<file path="config.mk">
export PLATFORM = sky130hd
export DESIGN_NAME = i2sf_status
export DESIGN_NICKNAME = d
export VERILOG_FILES = /design/src/i2sf_pkg.sv /design/src/i2sf_status.sv /design/src/i2sf_line_monitor.sv /design/src/i2sf_start_gen.sv
export VERILOG_INCLUDE_DIRS = /design/src /design/src/src
export SDC_FILE = /design/constraint.sdc
export NUM_CORES = 1
export LEC_CHECK = 0
export ABC_AREA = 1
export CAP_MARGIN = 5
export CORE_AREA = 2 2 95 97
export DETAILED_ROUTE_END_ITERATION = 10
export DIE_AREA = 0 0 97 99
export DONT_BUFFER_PORTS = 1
export PLACE_DENSITY_LB_ADDON = 0.25
export SLEW_MARGIN = 25
export SYNTH_ARGS = -nofsm -noshare
export SYNTH_HDL_FRONTEND = slang
export SYNTH_SLANG_ARGS = --single-unit
</file>
<file path="constraint.sdc">
create_clock -name CLK -period 2.15 [get_ports CLK]
set_input_delay 0.3225 -clock CLK [delete_from_list [all_inputs] [get_ports CLK]]
set_output_delay 0.3225 -clock CLK [all_outputs]
set_load 0.01 [all_outputs]
</file>
<file path="src/i2sf_defs.svh">
// Register indices, field positions, reset values and timing counts of the status flag block
`ifndef I2SF_DEFS_SVH
`define I2SF_DEFS_SVH

// ----------------------------------------
// Register word indices (word addressed)
// ----------------------------------------
`define I2SF_ADDR_W 20
`define I2SF_STATUS_IDX 20'hFFF56
`define I2SF_CTRL_IDX 20'hFFF50
`define I2SF_OWN_ADDR_IDX 20'hFFF51
`define I2SF_IRQ_STAT_IDX 20'hFFF58
`define I2SF_IRQ_MASK_IDX 20'hFFF59
`define I2SF_BITWIN_BASE 20'hFFF60
`define I2SF_BITWIN_LAST 20'hFFF67

// ----------------------------------------
// Status register fields
// ----------------------------------------
`define I2SF_ST_MASTER 7
`define I2SF_ST_ARB 6
`define I2SF_ST_EXT 5
`define I2SF_ST_MATCH 4
`define I2SF_ST_LOW_MSB 3
`define I2SF_STATUS_RESET 8'h00

// ----------------------------------------
// Control register fields
// ----------------------------------------
`define I2SF_CT_ENABLE 7
`define I2SF_CT_EXIT 6
`define I2SF_CT_START 1
`define I2SF_CTRL_RESET 8'h00
`define I2SF_OWN_ADDR_RESET 8'h00

// ----------------------------------------
// Interrupt event bits
// ----------------------------------------
`define I2SF_IRQ_W 5
`define I2SF_EV_START 0
`define I2SF_EV_ARB 1
`define I2SF_EV_EXT 2
`define I2SF_EV_MATCH 3
`define I2SF_EV_STOP 4

// ----------------------------------------
// Address byte decoding
// ----------------------------------------
`define I2SF_EXT_LOW 4'h0
`define I2SF_EXT_HIGH 4'hF
`define I2SF_ADDR_LAST_BIT 4'h7

// ----------------------------------------
// Timing
// ----------------------------------------
`define I2SF_CLK_PERIOD_NS 4
`define I2SF_START_HOLD_NS 4000
`define I2SF_START_HOLD_CYC ((`I2SF_START_HOLD_NS + `I2SF_CLK_PERIOD_NS - 1) / `I2SF_CLK_PERIOD_NS)

`endif

</file>
<file path="src/i2sf_pkg.sv">
// Types shared by the status flag block
package i2sf_pkg;
	typedef enum logic {I2SF_GEN_IDLE, I2SF_GEN_HOLD} i2sf_gen_state_t;
	typedef logic [7:0] i2sf_byte_t;
endpackage

</file>
<file path="src/i2sf_status.sv">
// Status flag register of the serial bus controller with its register slave
`timescale 1ns/1ps
`include "i2sf_defs.svh"
module i2sf_status
	import i2sf_pkg::*;
#(
	parameter int START_HOLD_CYC = `I2SF_START_HOLD_CYC
)
(
	input wire logic CLK,
	input wire logic RST,
	input wire logic [`I2SF_ADDR_W-1:0] ADDRESS,
	input wire logic READ,
	input wire logic WRITE,
	input wire logic [31:0] WRITEDATA,
	output logic [31:0] READDATA,
	output logic WAITREQUEST,
	output logic IRQ,
	input wire logic SCL_IN,
	input wire logic SDA_IN,
	output logic SDA_OUT,
	output logic SDA_OE,
	input wire logic ARB_LOST,
	input wire logic [3:0] LOW_FLAGS
);
	// ----------------------------------------
	// Declarations
	// ----------------------------------------
	logic done;
	logic req;
	logic acc_write;
	logic acc_read;
	logic hit_status;
	logic hit_bitwin;
	logic status_read;
	i2sf_byte_t status;
	i2sf_byte_t own_addr;
	logic master_active_flag;
	logic arb_lost_flag;
	logic ext_code_flag;
	logic addr_match_flag;
	logic [3:0] low_flags;
	logic unit_enable_bit;
	logic start_request_bit;
	logic exit_pulse;
	logic enable_fall;
	logic [`I2SF_IRQ_W-1:0] irq_stat;
	logic [`I2SF_IRQ_W-1:0] irq_mask;
	logic [`I2SF_IRQ_W-1:0] events;
	logic start_det;
	logic stop_det;
	logic eighth_rise;
	i2sf_byte_t addr_byte;
	logic bus_busy;
	logic gen_oe;
	logic started;
	logic arb_event;
	logic ext_hit;
	logic match_hit;
	logic [31:0] next_readdata;

	// ----------------------------------------
	// Bus line monitor and start generator
	// ----------------------------------------
	i2sf_line_monitor u_monitor (
		.clk(CLK),
		.rst(RST),
		.scl_in(SCL_IN),
		.sda_in(SDA_IN),
		.start_det(start_det),
		.stop_det(stop_det),
		.eighth_rise(eighth_rise),
		.addr_byte(addr_byte),
		.bus_busy(bus_busy)
	);

	// Start only when enabled, requested, not master and the bus is free
	i2sf_start_gen #(
		.HOLD_CYC(START_HOLD_CYC)
	) u_start (
		.clk(CLK),
		.rst(RST),
		.go(start_request_bit & unit_enable_bit & ~master_active_flag & ~bus_busy),
		.abort(~unit_enable_bit | exit_pulse),
		.sda_oe(gen_oe),
		.started(started)
	);

	// Open-drain data line: only ever pulled low
	assign SDA_OUT = 1'b0;
	assign SDA_OE = gen_oe;

	// ----------------------------------------
	// Avalon-MM slave handshake
	// ----------------------------------------
	// One wait state: the request is taken in the cycle after it appears
	assign req = READ | WRITE;
	assign WAITREQUEST = req & ~done;
	assign acc_write = WRITE & done;
	assign acc_read = READ & done;

	always_ff @(posedge CLK)
	begin
		if (RST)
			done <= 1'b0;
		else
			done <= req & ~done;
	end

	assign hit_status = (ADDRESS == `I2SF_STATUS_IDX);
	assign hit_bitwin = (ADDRESS >= `I2SF_BITWIN_BASE) && (ADDRESS <= `I2SF_BITWIN_LAST);
	// Whole-register and single-bit reads both count as status reads
	assign status_read = acc_read & (hit_status | hit_bitwin);

	// ----------------------------------------
	// Status assembly
	// ----------------------------------------
	assign status = {master_active_flag, arb_lost_flag, ext_code_flag, addr_match_flag,
		low_flags};

	// Read data mux, captured in the first request cycle
	always_comb
	begin
		next_readdata = 32'h00000000;
		if (hit_status)
			next_readdata = {24'h000000, status};
		else if (hit_bitwin)
			next_readdata = {31'h00000000, status[ADDRESS[2:0]]};
		else if (ADDRESS == `I2SF_CTRL_IDX)
			next_readdata = {24'h000000, unit_enable_bit, 5'h00, start_request_bit, 1'b0};
		else if (ADDRESS == `I2SF_OWN_ADDR_IDX)
			next_readdata = {24'h000000, own_addr};
		else if (ADDRESS == `I2SF_IRQ_STAT_IDX)
			next_readdata = {27'h0000000, irq_stat};
		else if (ADDRESS == `I2SF_IRQ_MASK_IDX)
			next_readdata = {27'h0000000, irq_mask};
	end

	always_ff @(posedge CLK)
	begin
		if (RST)
			READDATA <= 32'h00000000;
		else if (READ && !done)
			READDATA <= next_readdata;
	end

	// ----------------------------------------
	// Control register
	// ----------------------------------------
	// Enable and start request; exit bit is a write-one pulse reading zero
	always_ff @(posedge CLK)
	begin
		if (RST)
		begin
			unit_enable_bit <= 1'(`I2SF_CTRL_RESET >> `I2SF_CT_ENABLE);
			start_request_bit <= 1'b0;
			exit_pulse <= 1'b0;
		end
		else
		begin
			exit_pulse <= 1'b0;
			if (acc_write && ADDRESS == `I2SF_CTRL_IDX)
			begin
				unit_enable_bit <= WRITEDATA[`I2SF_CT_ENABLE];
				exit_pulse <= WRITEDATA[`I2SF_CT_EXIT];
				if (WRITEDATA[`I2SF_CT_START])
					start_request_bit <= 1'b1;
			end
			if (started || arb_event || stop_det || exit_pulse || !unit_enable_bit)
				start_request_bit <= 1'b0;
		end
	end

	// Falling edge of enable, decoded from a control write that clears the set enable bit
	always_ff @(posedge CLK)
	begin
		if (RST)
			enable_fall <= 1'b0;
		else
			enable_fall <= acc_write && ADDRESS == `I2SF_CTRL_IDX
				&& unit_enable_bit && !WRITEDATA[`I2SF_CT_ENABLE];
	end

	// Own slave address
	always_ff @(posedge CLK)
	begin
		if (RST)
			own_addr <= `I2SF_OWN_ADDR_RESET;
		else if (acc_write && ADDRESS == `I2SF_OWN_ADDR_IDX)
			own_addr <= WRITEDATA[7:0];
	end

	// ----------------------------------------
	// Flag logic
	// ----------------------------------------
	// Arbitration loss only counts while master
	assign arb_event = ARB_LOST & master_active_flag;
	assign ext_hit = eighth_rise && (addr_byte[7:4] == `I2SF_EXT_LOW
		|| addr_byte[7:4] == `I2SF_EXT_HIGH);
	assign match_hit = eighth_rise && (addr_byte[7:1] == own_addr[7:1]);

	// Master flag: set by own start, cleared by stop, loss, exit, disable; set wins
	always_ff @(posedge CLK)
	begin
		if (RST)
			master_active_flag <= 1'b0;
		else if (started)
			master_active_flag <= 1'b1;
		else if (stop_det || arb_event || exit_pulse || enable_fall)
			master_active_flag <= 1'b0;
	end

	// Arbitration flag: a loss in the read cycle wins over the read clear
	always_ff @(posedge CLK)
	begin
		if (RST)
			arb_lost_flag <= 1'b0;
		else if (arb_event)
			arb_lost_flag <= 1'b1;
		else if (status_read || enable_fall)
			arb_lost_flag <= 1'b0;
	end

	// Extension code flag: eighth clock of the address byte wins over clears
	always_ff @(posedge CLK)
	begin
		if (RST)
			ext_code_flag <= 1'b0;
		else if (ext_hit)
			ext_code_flag <= 1'b1;
		else if (start_det || stop_det || exit_pulse || enable_fall)
			ext_code_flag <= 1'b0;
	end

	// Address match flag
	always_ff @(posedge CLK)
	begin
		if (RST)
			addr_match_flag <= 1'b0;
		else if (match_hit)
			addr_match_flag <= 1'b1;
		else if (start_det || stop_det || exit_pulse || enable_fall)
			addr_match_flag <= 1'b0;
	end

	// Low four flags mirrored from the transfer engine
	always_ff @(posedge CLK)
	begin
		if (RST)
			low_flags <= 4'(`I2SF_STATUS_RESET >> 4);
		else
			low_flags <= LOW_FLAGS;
	end

	// Writes to the status index fall through with no effect
	// (no branch above names the status index for writing)

	// ----------------------------------------
	// Interrupts
	// ----------------------------------------
	always_comb
	begin
		events = '0;
		events[`I2SF_EV_START] = started;
		events[`I2SF_EV_ARB] = arb_event;
		events[`I2SF_EV_EXT] = ext_hit;
		events[`I2SF_EV_MATCH] = match_hit;
		events[`I2SF_EV_STOP] = stop_det;
	end

	// Sticky event bits, cleared by reading them; a new event wins
	always_ff @(posedge CLK)
	begin
		if (RST)
			irq_stat <= '0;
		else if (acc_read && ADDRESS == `I2SF_IRQ_STAT_IDX)
			irq_stat <= events;
		else
			irq_stat <= irq_stat | events;
	end

	always_ff @(posedge CLK)
	begin
		if (RST)
			irq_mask <= '0;
		else if (acc_write && ADDRESS == `I2SF_IRQ_MASK_IDX)
			irq_mask <= WRITEDATA[`I2SF_IRQ_W-1:0];
	end

	// Level interrupt while any unmasked event is pending
	always_ff @(posedge CLK)
	begin
		if (RST)
			IRQ <= 1'b0;
		else
			IRQ <= |(irq_stat & irq_mask);
	end
endmodule

</file>
<file path="src/i2sf_line_monitor.sv">
// Bus line sampler: start, stop and address byte capture on the serial lines
`timescale 1ns/1ps
`include "i2sf_defs.svh"
module i2sf_line_monitor
	import i2sf_pkg::*;
(
	input wire logic clk,
	input wire logic rst,
	input wire logic scl_in,
	input wire logic sda_in,
	output logic start_det,
	output logic stop_det,
	output logic eighth_rise,
	output i2sf_byte_t addr_byte,
	output logic bus_busy
);
	logic scl_s1, scl_s2, scl_s3;
	logic sda_s1, sda_s2, sda_s3;
	logic addr_phase;
	logic [3:0] bit_cnt;
	logic [6:0] shift;
	logic scl_rise;

	// ----------------------------------------
	// Synchronisers and edge history
	// ----------------------------------------
	always_ff @(posedge clk)
	begin
		if (rst)
		begin
			{scl_s1, scl_s2, scl_s3} <= 3'h7;
			{sda_s1, sda_s2, sda_s3} <= 3'h7;
		end
		else
		begin
			scl_s1 <= scl_in;
			scl_s2 <= scl_s1;
			scl_s3 <= scl_s2;
			sda_s1 <= sda_in;
			sda_s2 <= sda_s1;
			sda_s3 <= sda_s2;
		end
	end

	// Conditions seen while the clock line is high
	assign start_det = scl_s2 & scl_s3 & sda_s3 & ~sda_s2;
	assign stop_det = scl_s2 & scl_s3 & ~sda_s3 & sda_s2;
	assign scl_rise = scl_s2 & ~scl_s3;

	// Bus busy from start to stop
	always_ff @(posedge clk)
	begin
		if (rst || stop_det)
			bus_busy <= 1'b0;
		else if (start_det)
			bus_busy <= 1'b1;
	end

	// First byte after a start is shifted in and flagged at its eighth clock
	always_ff @(posedge clk)
	begin
		if (rst)
		begin
			addr_phase <= 1'b0;
			bit_cnt <= 4'h0;
			shift <= 7'h00;
			addr_byte <= 8'h00;
			eighth_rise <= 1'b0;
		end
		else
		begin
			eighth_rise <= 1'b0;
			if (start_det)
			begin
				addr_phase <= 1'b1;
				bit_cnt <= 4'h0;
			end
			else if (stop_det)
				addr_phase <= 1'b0;
			else if (addr_phase && scl_rise)
			begin
				shift <= {shift[5:0], sda_s2};
				bit_cnt <= bit_cnt + 4'h1;
				if (bit_cnt == `I2SF_ADDR_LAST_BIT)
				begin
					addr_byte <= {shift, sda_s2};
					eighth_rise <= 1'b1;
					addr_phase <= 1'b0;
				end
			end
		end
	end
endmodule

</file>
<file path="src/i2sf_start_gen.sv">
// Start condition generator: pulls the data line low for the hold time, without sampling the clock line
`timescale 1ns/1ps
`include "i2sf_defs.svh"
module i2sf_start_gen
	import i2sf_pkg::*;
#(
	parameter int HOLD_CYC = `I2SF_START_HOLD_CYC
)
(
	input wire logic clk,
	input wire logic rst,
	input wire logic go,
	input wire logic abort,
	output logic sda_oe,
	output logic started
);
	i2sf_gen_state_t state;
	logic [15:0] cnt;

	// Hold the data line low for the start hold time, then report the start
	always_ff @(posedge clk)
	begin
		if (rst)
		begin
			state <= I2SF_GEN_IDLE;
			cnt <= 16'h0000;
			sda_oe <= 1'b0;
			started <= 1'b0;
		end
		else
		begin
			started <= 1'b0;
			unique case (state)
				I2SF_GEN_IDLE:
				begin
					if (go && !abort)
					begin
						state <= I2SF_GEN_HOLD;
						sda_oe <= 1'b1;
						cnt <= 16'h0000;
					end
				end
				I2SF_GEN_HOLD:
				begin
					if (abort)
					begin
						state <= I2SF_GEN_IDLE;
						sda_oe <= 1'b0;
					end
					else if (cnt == 16'(HOLD_CYC - 1))
					begin
						state <= I2SF_GEN_IDLE;
						sda_oe <= 1'b0;
						started <= 1'b1;
					end
					else
						cnt <= cnt + 16'h0001;
				end
			endcase
		end
	end
endmodule

</file>
# Yosys cells after proc, flatten, opt, wreduce, memory -nomap -nowiden
# Index checks and enable logic that the tools add are counted.
[word_totals]
ff_bits = 111
latchBits = 0
ramBits = 0
mem_bits_ro = 0
in_bits = 63
output_inout_bits = 36
word_cells = 163
n_memories = 0
[op_classes]
addsub = 2
mul = 0
div = 0
n_lt_le_gt_ge = 3
eq_ne = 13
shifts = 0
muxes = 34
bitwise = 31
n_reduce_logical = 49
[op_table]
columns = ["operator", "n"]
rows = [
  ["$eq 20x20->1 const B", 5],
  ["$mux 16", 3],
  ["$mux 8", 4],
  ["$pmux 16 s2", 1],
  ["$ge 20x20->1 const B", 1],
  ["$le 20x20->1 const B", 1],
  ["$mux 1", 20],
  ["$add 16x1->16 const B", 1],
  ["$eq 16x10->1 const B", 1],
  ["$mux 5", 3],
  ["$and 1x1->1", 14],
  ["$logic_or 1x1->1", 13],
  ["$logic_and 1x1->1", 12],
  ["$not 1->1", 12],
  ["$reduce_and 2->1", 4],
  ["$reduce_bool 2->1", 4],
  ["$eq 7x7->1", 1],
  ["$reduce_and 3->1", 2],
  ["$reduce_bool 3->1", 2],
  ["$reduce_or 2->1", 3],
  ["$and 5x5->5", 1],
  ["$or 5x5->5", 1],
  ["$reduce_or 5->1", 1],
  ["$add 4x1->4 const B", 1],
  ["14 further kinds", 21],
]

# Logic depth before layout (Yosys ltp)
[logic_depth]
ltp_word = 8
mapped_depth = 13
ltp_nobuf = 13

# By module
# From an unflattened synthesis, not the netlist that was laid out.
[unflattened]
hier_cells = 681
area_unflattened_um2 = 4663.2
[by_module_without_submodules]
columns = ["module", "n_inst", "cells_per_inst", "area_each_um2", "seq_area_each_um2"]
rows = [
  ["i2sf_status", 1, 346, 2343.5, 800.8],
  ["i2sf_start_gen", 1, 197, 1228.7, 380.4],
  ["i2sf_line_monitor", 1, 138, 1091.0, 560.5],
]

# Least setup slack after synthesis
# Ideal clock, no wire load.
[synth_path]
path_type = "register -> register"
from = "register u_start.cnt[1]"
to = "register u_start.cnt[2]"
setup_ns = 0.115
t_arrival_ns = 1.424
required_time_ns = 2.035
setup_slack_ns = 0.611
stages_incl_launch_ff = 10
path_buffers = 1
period_less_slack_ns = 1.539
path_cell_list = "dfxtp_1 -> ha_1 -> inv_1 -> nor2_1 -> nand3_2 -> nand3_2 -> nand2_4 -> buf_4 -> a21oi_1 -> nor2_1"
[synth_between]
elab_chain_cells = 4
elab_cells_between_ends = 7
cone_classes = "1 x add/sub; 2 x eq/ne; 3 x mux; 1 x reduce/logical"
[synth_lines]
columns = ["element", "line", "source"]
rows = [
  ["from (decl)", "i2sf_start_gen.sv:18", "logic [15:0] cnt;"],
  ["from (signal assigned)", "i2sf_start_gen.sv:57", "cnt <= cnt + 16'h0001;"],
  ["$add 16x1->16", "i2sf_start_gen.sv:57", ""],
  ["$mux 16", "i2sf_start_gen.sv:50", "else if (cnt == 16'(HOLD_CYC - 1))"],
  ["$mux 16", "i2sf_start_gen.sv:45", "if (abort)"],
  ["$pmux 16 s2", "i2sf_start_gen.sv:33", "unique case (state)"],
]
# Several ways; a longest one is shown, not always the timed one. The select of a mux whose other input is x is not followed.
# A chain may end at the register's enable or synchronous reset.

# Worst setup path after layout
[layout_path]
from = "register u_start.cnt[1]"
to = "register u_start.cnt[0]"
[layout_between]
elab_chain_cells = 3
[layout_lines]
columns = ["element", "line"]
rows = [
  ["$eq 16x10->1", "i2sf_start_gen.sv:50"],
  ["$ne 2x2->1 (no line)", "-"],
  ["$reduce_and 3->1 (no line)", "-"],
]
# No other way between the ends.

==> flow_summary.toml <==
[setup_path]
rr_worst_depth = 9
cp_max_fo = 17
crit_top_cell = "nand3_2"
worstSetupPathDepth = 9
slowest_stage = "dfxtp_1"
cp.required_ns = 2.44
critPathBufInv = 2
cp_cell_sequence = "ha_1 -> inv_1 -> nor2_1 -> nand3_2 -> nand3_2 -> nand2_4 -> inv_6 -> o21ai_0 -> a21oi_1"
critPathTopFamily = "simple AND/OR/NAND/NOR gates"
slowest_delay_ns = 0.40
path_class = "flip-flop to flip-flop"
worstSetupEndpointType = "flip-flop"
arrival_ns = 2.13
cp-start-kind = "flip-flop"

[cells_and_area]
most-common-layout-cells = "109 x nand2_1, 86 x dfxtp_1, 79 x inv_1"
utilization_pct = 55.4
num-fill-cells = 820
nNetsFinal = 697
syn_to_final_growth_pct = 2.58
final_layout_size_suffix_gt1_share_pct = 12.9
diodes = 0
finalNonFillerCells = 744
mostFrequentLayoutCell = "nand2_1"

[yosys]
syn_area_per_cell_um2 = 7.27
synthMuxAreaShare_pct = 0
synth_compound_area_share_pct = 15.9
synth_edf_count = 0
synthTopCellsByArea = "dfxtp_1 37%, nand2_1 8.9%, inv_1 6.4%"
synth-seq-area-share_pct = 37.3
synth_cell_types = 50
ys_ff_latch = 86
synth_flop_cell = "dfxtp_1"
synth-simple-area-share_pct = 30.5
synth_top_family_by_area = "simple AND/OR/NAND/NOR gates"
ys_async_sr_fraction_pct = 0
syn_inst = 635
ys_warn_count = 0
yosys.area.top_type_share_pct = 37.3
syn_area_um2 = 4610
synthAdderAreaFrac_pct = 0.542
synthXorXnorAreaFrac_pct = 2.09
synth_top_cell_by_area = "dfxtp_1"

[run_status]
status = "finished, final reports clean"

[min_path]
hold_class = "input port to flip-flop"
worstHoldPathCells = 1

[job]
cap_violations = 0

[route]
antenna_left = 0
routed_via_density = 5.27
post_drt_wl_per_cell_um = 13.1
drc_errors = 0
drt-pass1-iter-count = 5
drt_iter0_markers = 190
wirelength_um = 9780
dr_total_vias = 3918

[pwr]
switching_share_pct = 25.1
internal_power_w = 0.00207
p_per_area_nw_per_um2 = 582
p_switching_w = 0.000691
ir_drop_mv = 0.311
pwr-share-clk_pct = 35.7
combPwrFrac_pct = 5.1
p_leak_nw = 1.86
power_frac_seq_pct = 59.2

[clock_tree]
htree_levels = 3
cts_setup_buffers = 0
cts-resized-gates = 0
clk_pin_slew_worst_paths_ns = 0.08
cts-root-buf = "clkbuf_8"
cts_sinks = 86
cts.path.max_buffers = 2
clk_latency_ns = 0.35
cts_buffers = 9
holdBufCountCts = 0
cts_tree = "built"

[placed_design]
io_buffers = 0
preCtsSetupSlack_ns = 0.354
dp_hpwl_um = 7410
gp_congestion = 0.919
placed_cells = 729

[timing]
worst_pin_slew_ns = 0.679
timing.fmax_mhz = 543
clock-skew-final_ns = 0.0126
finalCritPeriodShare_pct = 85.7
timing.final.hold_violations = 0
tns_ns = 0
setup_slack_ns = 0.308
slew_headroom_pct = 54.4
period_needed_ns = 1.84
slew_viol_final = 0
rsz0062_at_grt = "no"
finalSetupViolCount = 0

[global_route]
grt_usage_pct = 20.7
grt_pass1_wl_um = 16500
grt-ovfl-total = 0
first_global_vias = 3670
antenna_found_initial = 0
grt_max_degree = 49

[die]
initial_core_util_pct = 54.0
die_h_um = 99
row_count = 34
fp.dieW_um = 97
die-area_um2 = 9600
io_pins = 99
core_um2 = 8550
## metrics by stage
step / area (µm²) / hold WS [ns] / power, W
finish: 4730 / 0.0324 / 0.00276
global route: 4730 / 0.0136 / 0.00288
CTS: 4730 / 0.0126 / 0.00278
detailed placement: 4570 / 0.394 / 0.00181
global placement: 4570 / 0.392 / 0.00181
floorplan: 4700 / 0.389 / 0.00183
## path summary, 6_finish.rpt
kind / startpoint / slack [ns] / endpoint
worst max register to register: u_start.cnt[1]$_SDFFE_PP0P_ / 0.31 / u_start.cnt[0]$_SDFFE_PP0P_
worst min-delay path: RST / 0.03 / u_start.cnt[1]$_SDFFE_PP0P_
worst max-delay path: u_start.cnt[1]$_SDFFE_PP0P_ / 0.31 / u_start.cnt[0]$_SDFFE_PP0P_
worst min register to register: u_monitor.sda_s1$_SDFF_PP1_ / 0.41 / u_monitor.sda_s2$_SDFF_PP1_
## cell families after synthesis
kind of cell	count (synthesis)
other cells	1
compound gates	123
xor+xnor	11
simple gates	283
buf+inv	129
fa+ha+maj	2
flops	86
## power by group through the flow
stage | combinational (W) | clock, W | sequential, W
after floorplan | 0.000163 | 0 | 0.00167
after global placement | 0.000136 | 0 | 0.00167
after detailed placement | 0.000139 | 0 | 0.00167
after CTS | 0.000140 | 0.00101 | 0.00163
after global routing | 0.000162 | 0.00108 | 0.00164
final | 0.000141 | 0.000983 | 0.00163
## routing by layer
| layer | wire length, µm | vias to the layer above | global-route usage [%] |
|---|---|---|---|
| met5 | 0 | - | 0 |
| met3 | 562 | 16 | 4.96 |
| li1 | - | 2015 | - |
| met1 | 4400 | 1784 | 25.6 |
| met4 | 208 | 0 | 8.56 |
| met2 | 4610 | 103 | 34.8 |
## Yosys cell counts (all sizes together) (2+ instances only)
master	count
buf	32
o211ai	4
nand3b	2
nand4	20
a211oi	7
inv	87
o21ai	48
xnor2	2
nor4	4
ha	2
dfxtp	86
nand3	46
xor2	9
a21oi	57
nand2	120
a221oi	2
or2	5
clkbuf	9
nor3	12
nor2	73
## worst reg2reg max path: cells and delay by family (launching register included)
kind | cells | cell delay, ns
AOI/OAI and AO/OA | 2 | 0.24
DFF | 1 | 0.40
and+or+nand+nor | 4 | 0.54
adders and majority gates | 1 | 0.30
buffers and inverters | 2 | 0.31
## cell type report
class / count / area [µm²] / area share, %
clock inverters: 6 / 38.8 / 0.819
well taps: 108 / 135 / 2.85
inverters: 88 / 339 / 7.16
clock buffers: 9 / 124 / 2.62
flip-flops and latches: 86 / 1720 / 36.4
repair buffers: 3 / 22.5 / 0.476
multi-input cells: 444 / 2350 / 49.7
## sequential cells by signal, summed over array words and instances (netlist names), 4 cells and up
| name | cells |
|---|---|
| irq_mask | 5 |
| irq_stat | 5 |
| READDATA | 8 |
| u_monitor.addr_byte | 7 |
| own_addr | 8 |
| low_flags | 4 |
| u_monitor.bit_cnt | 4 |
| u_start.cnt | 16 |
| u_monitor.shift | 7 |
Note: power is estimated with default switching activity, not from simulation.
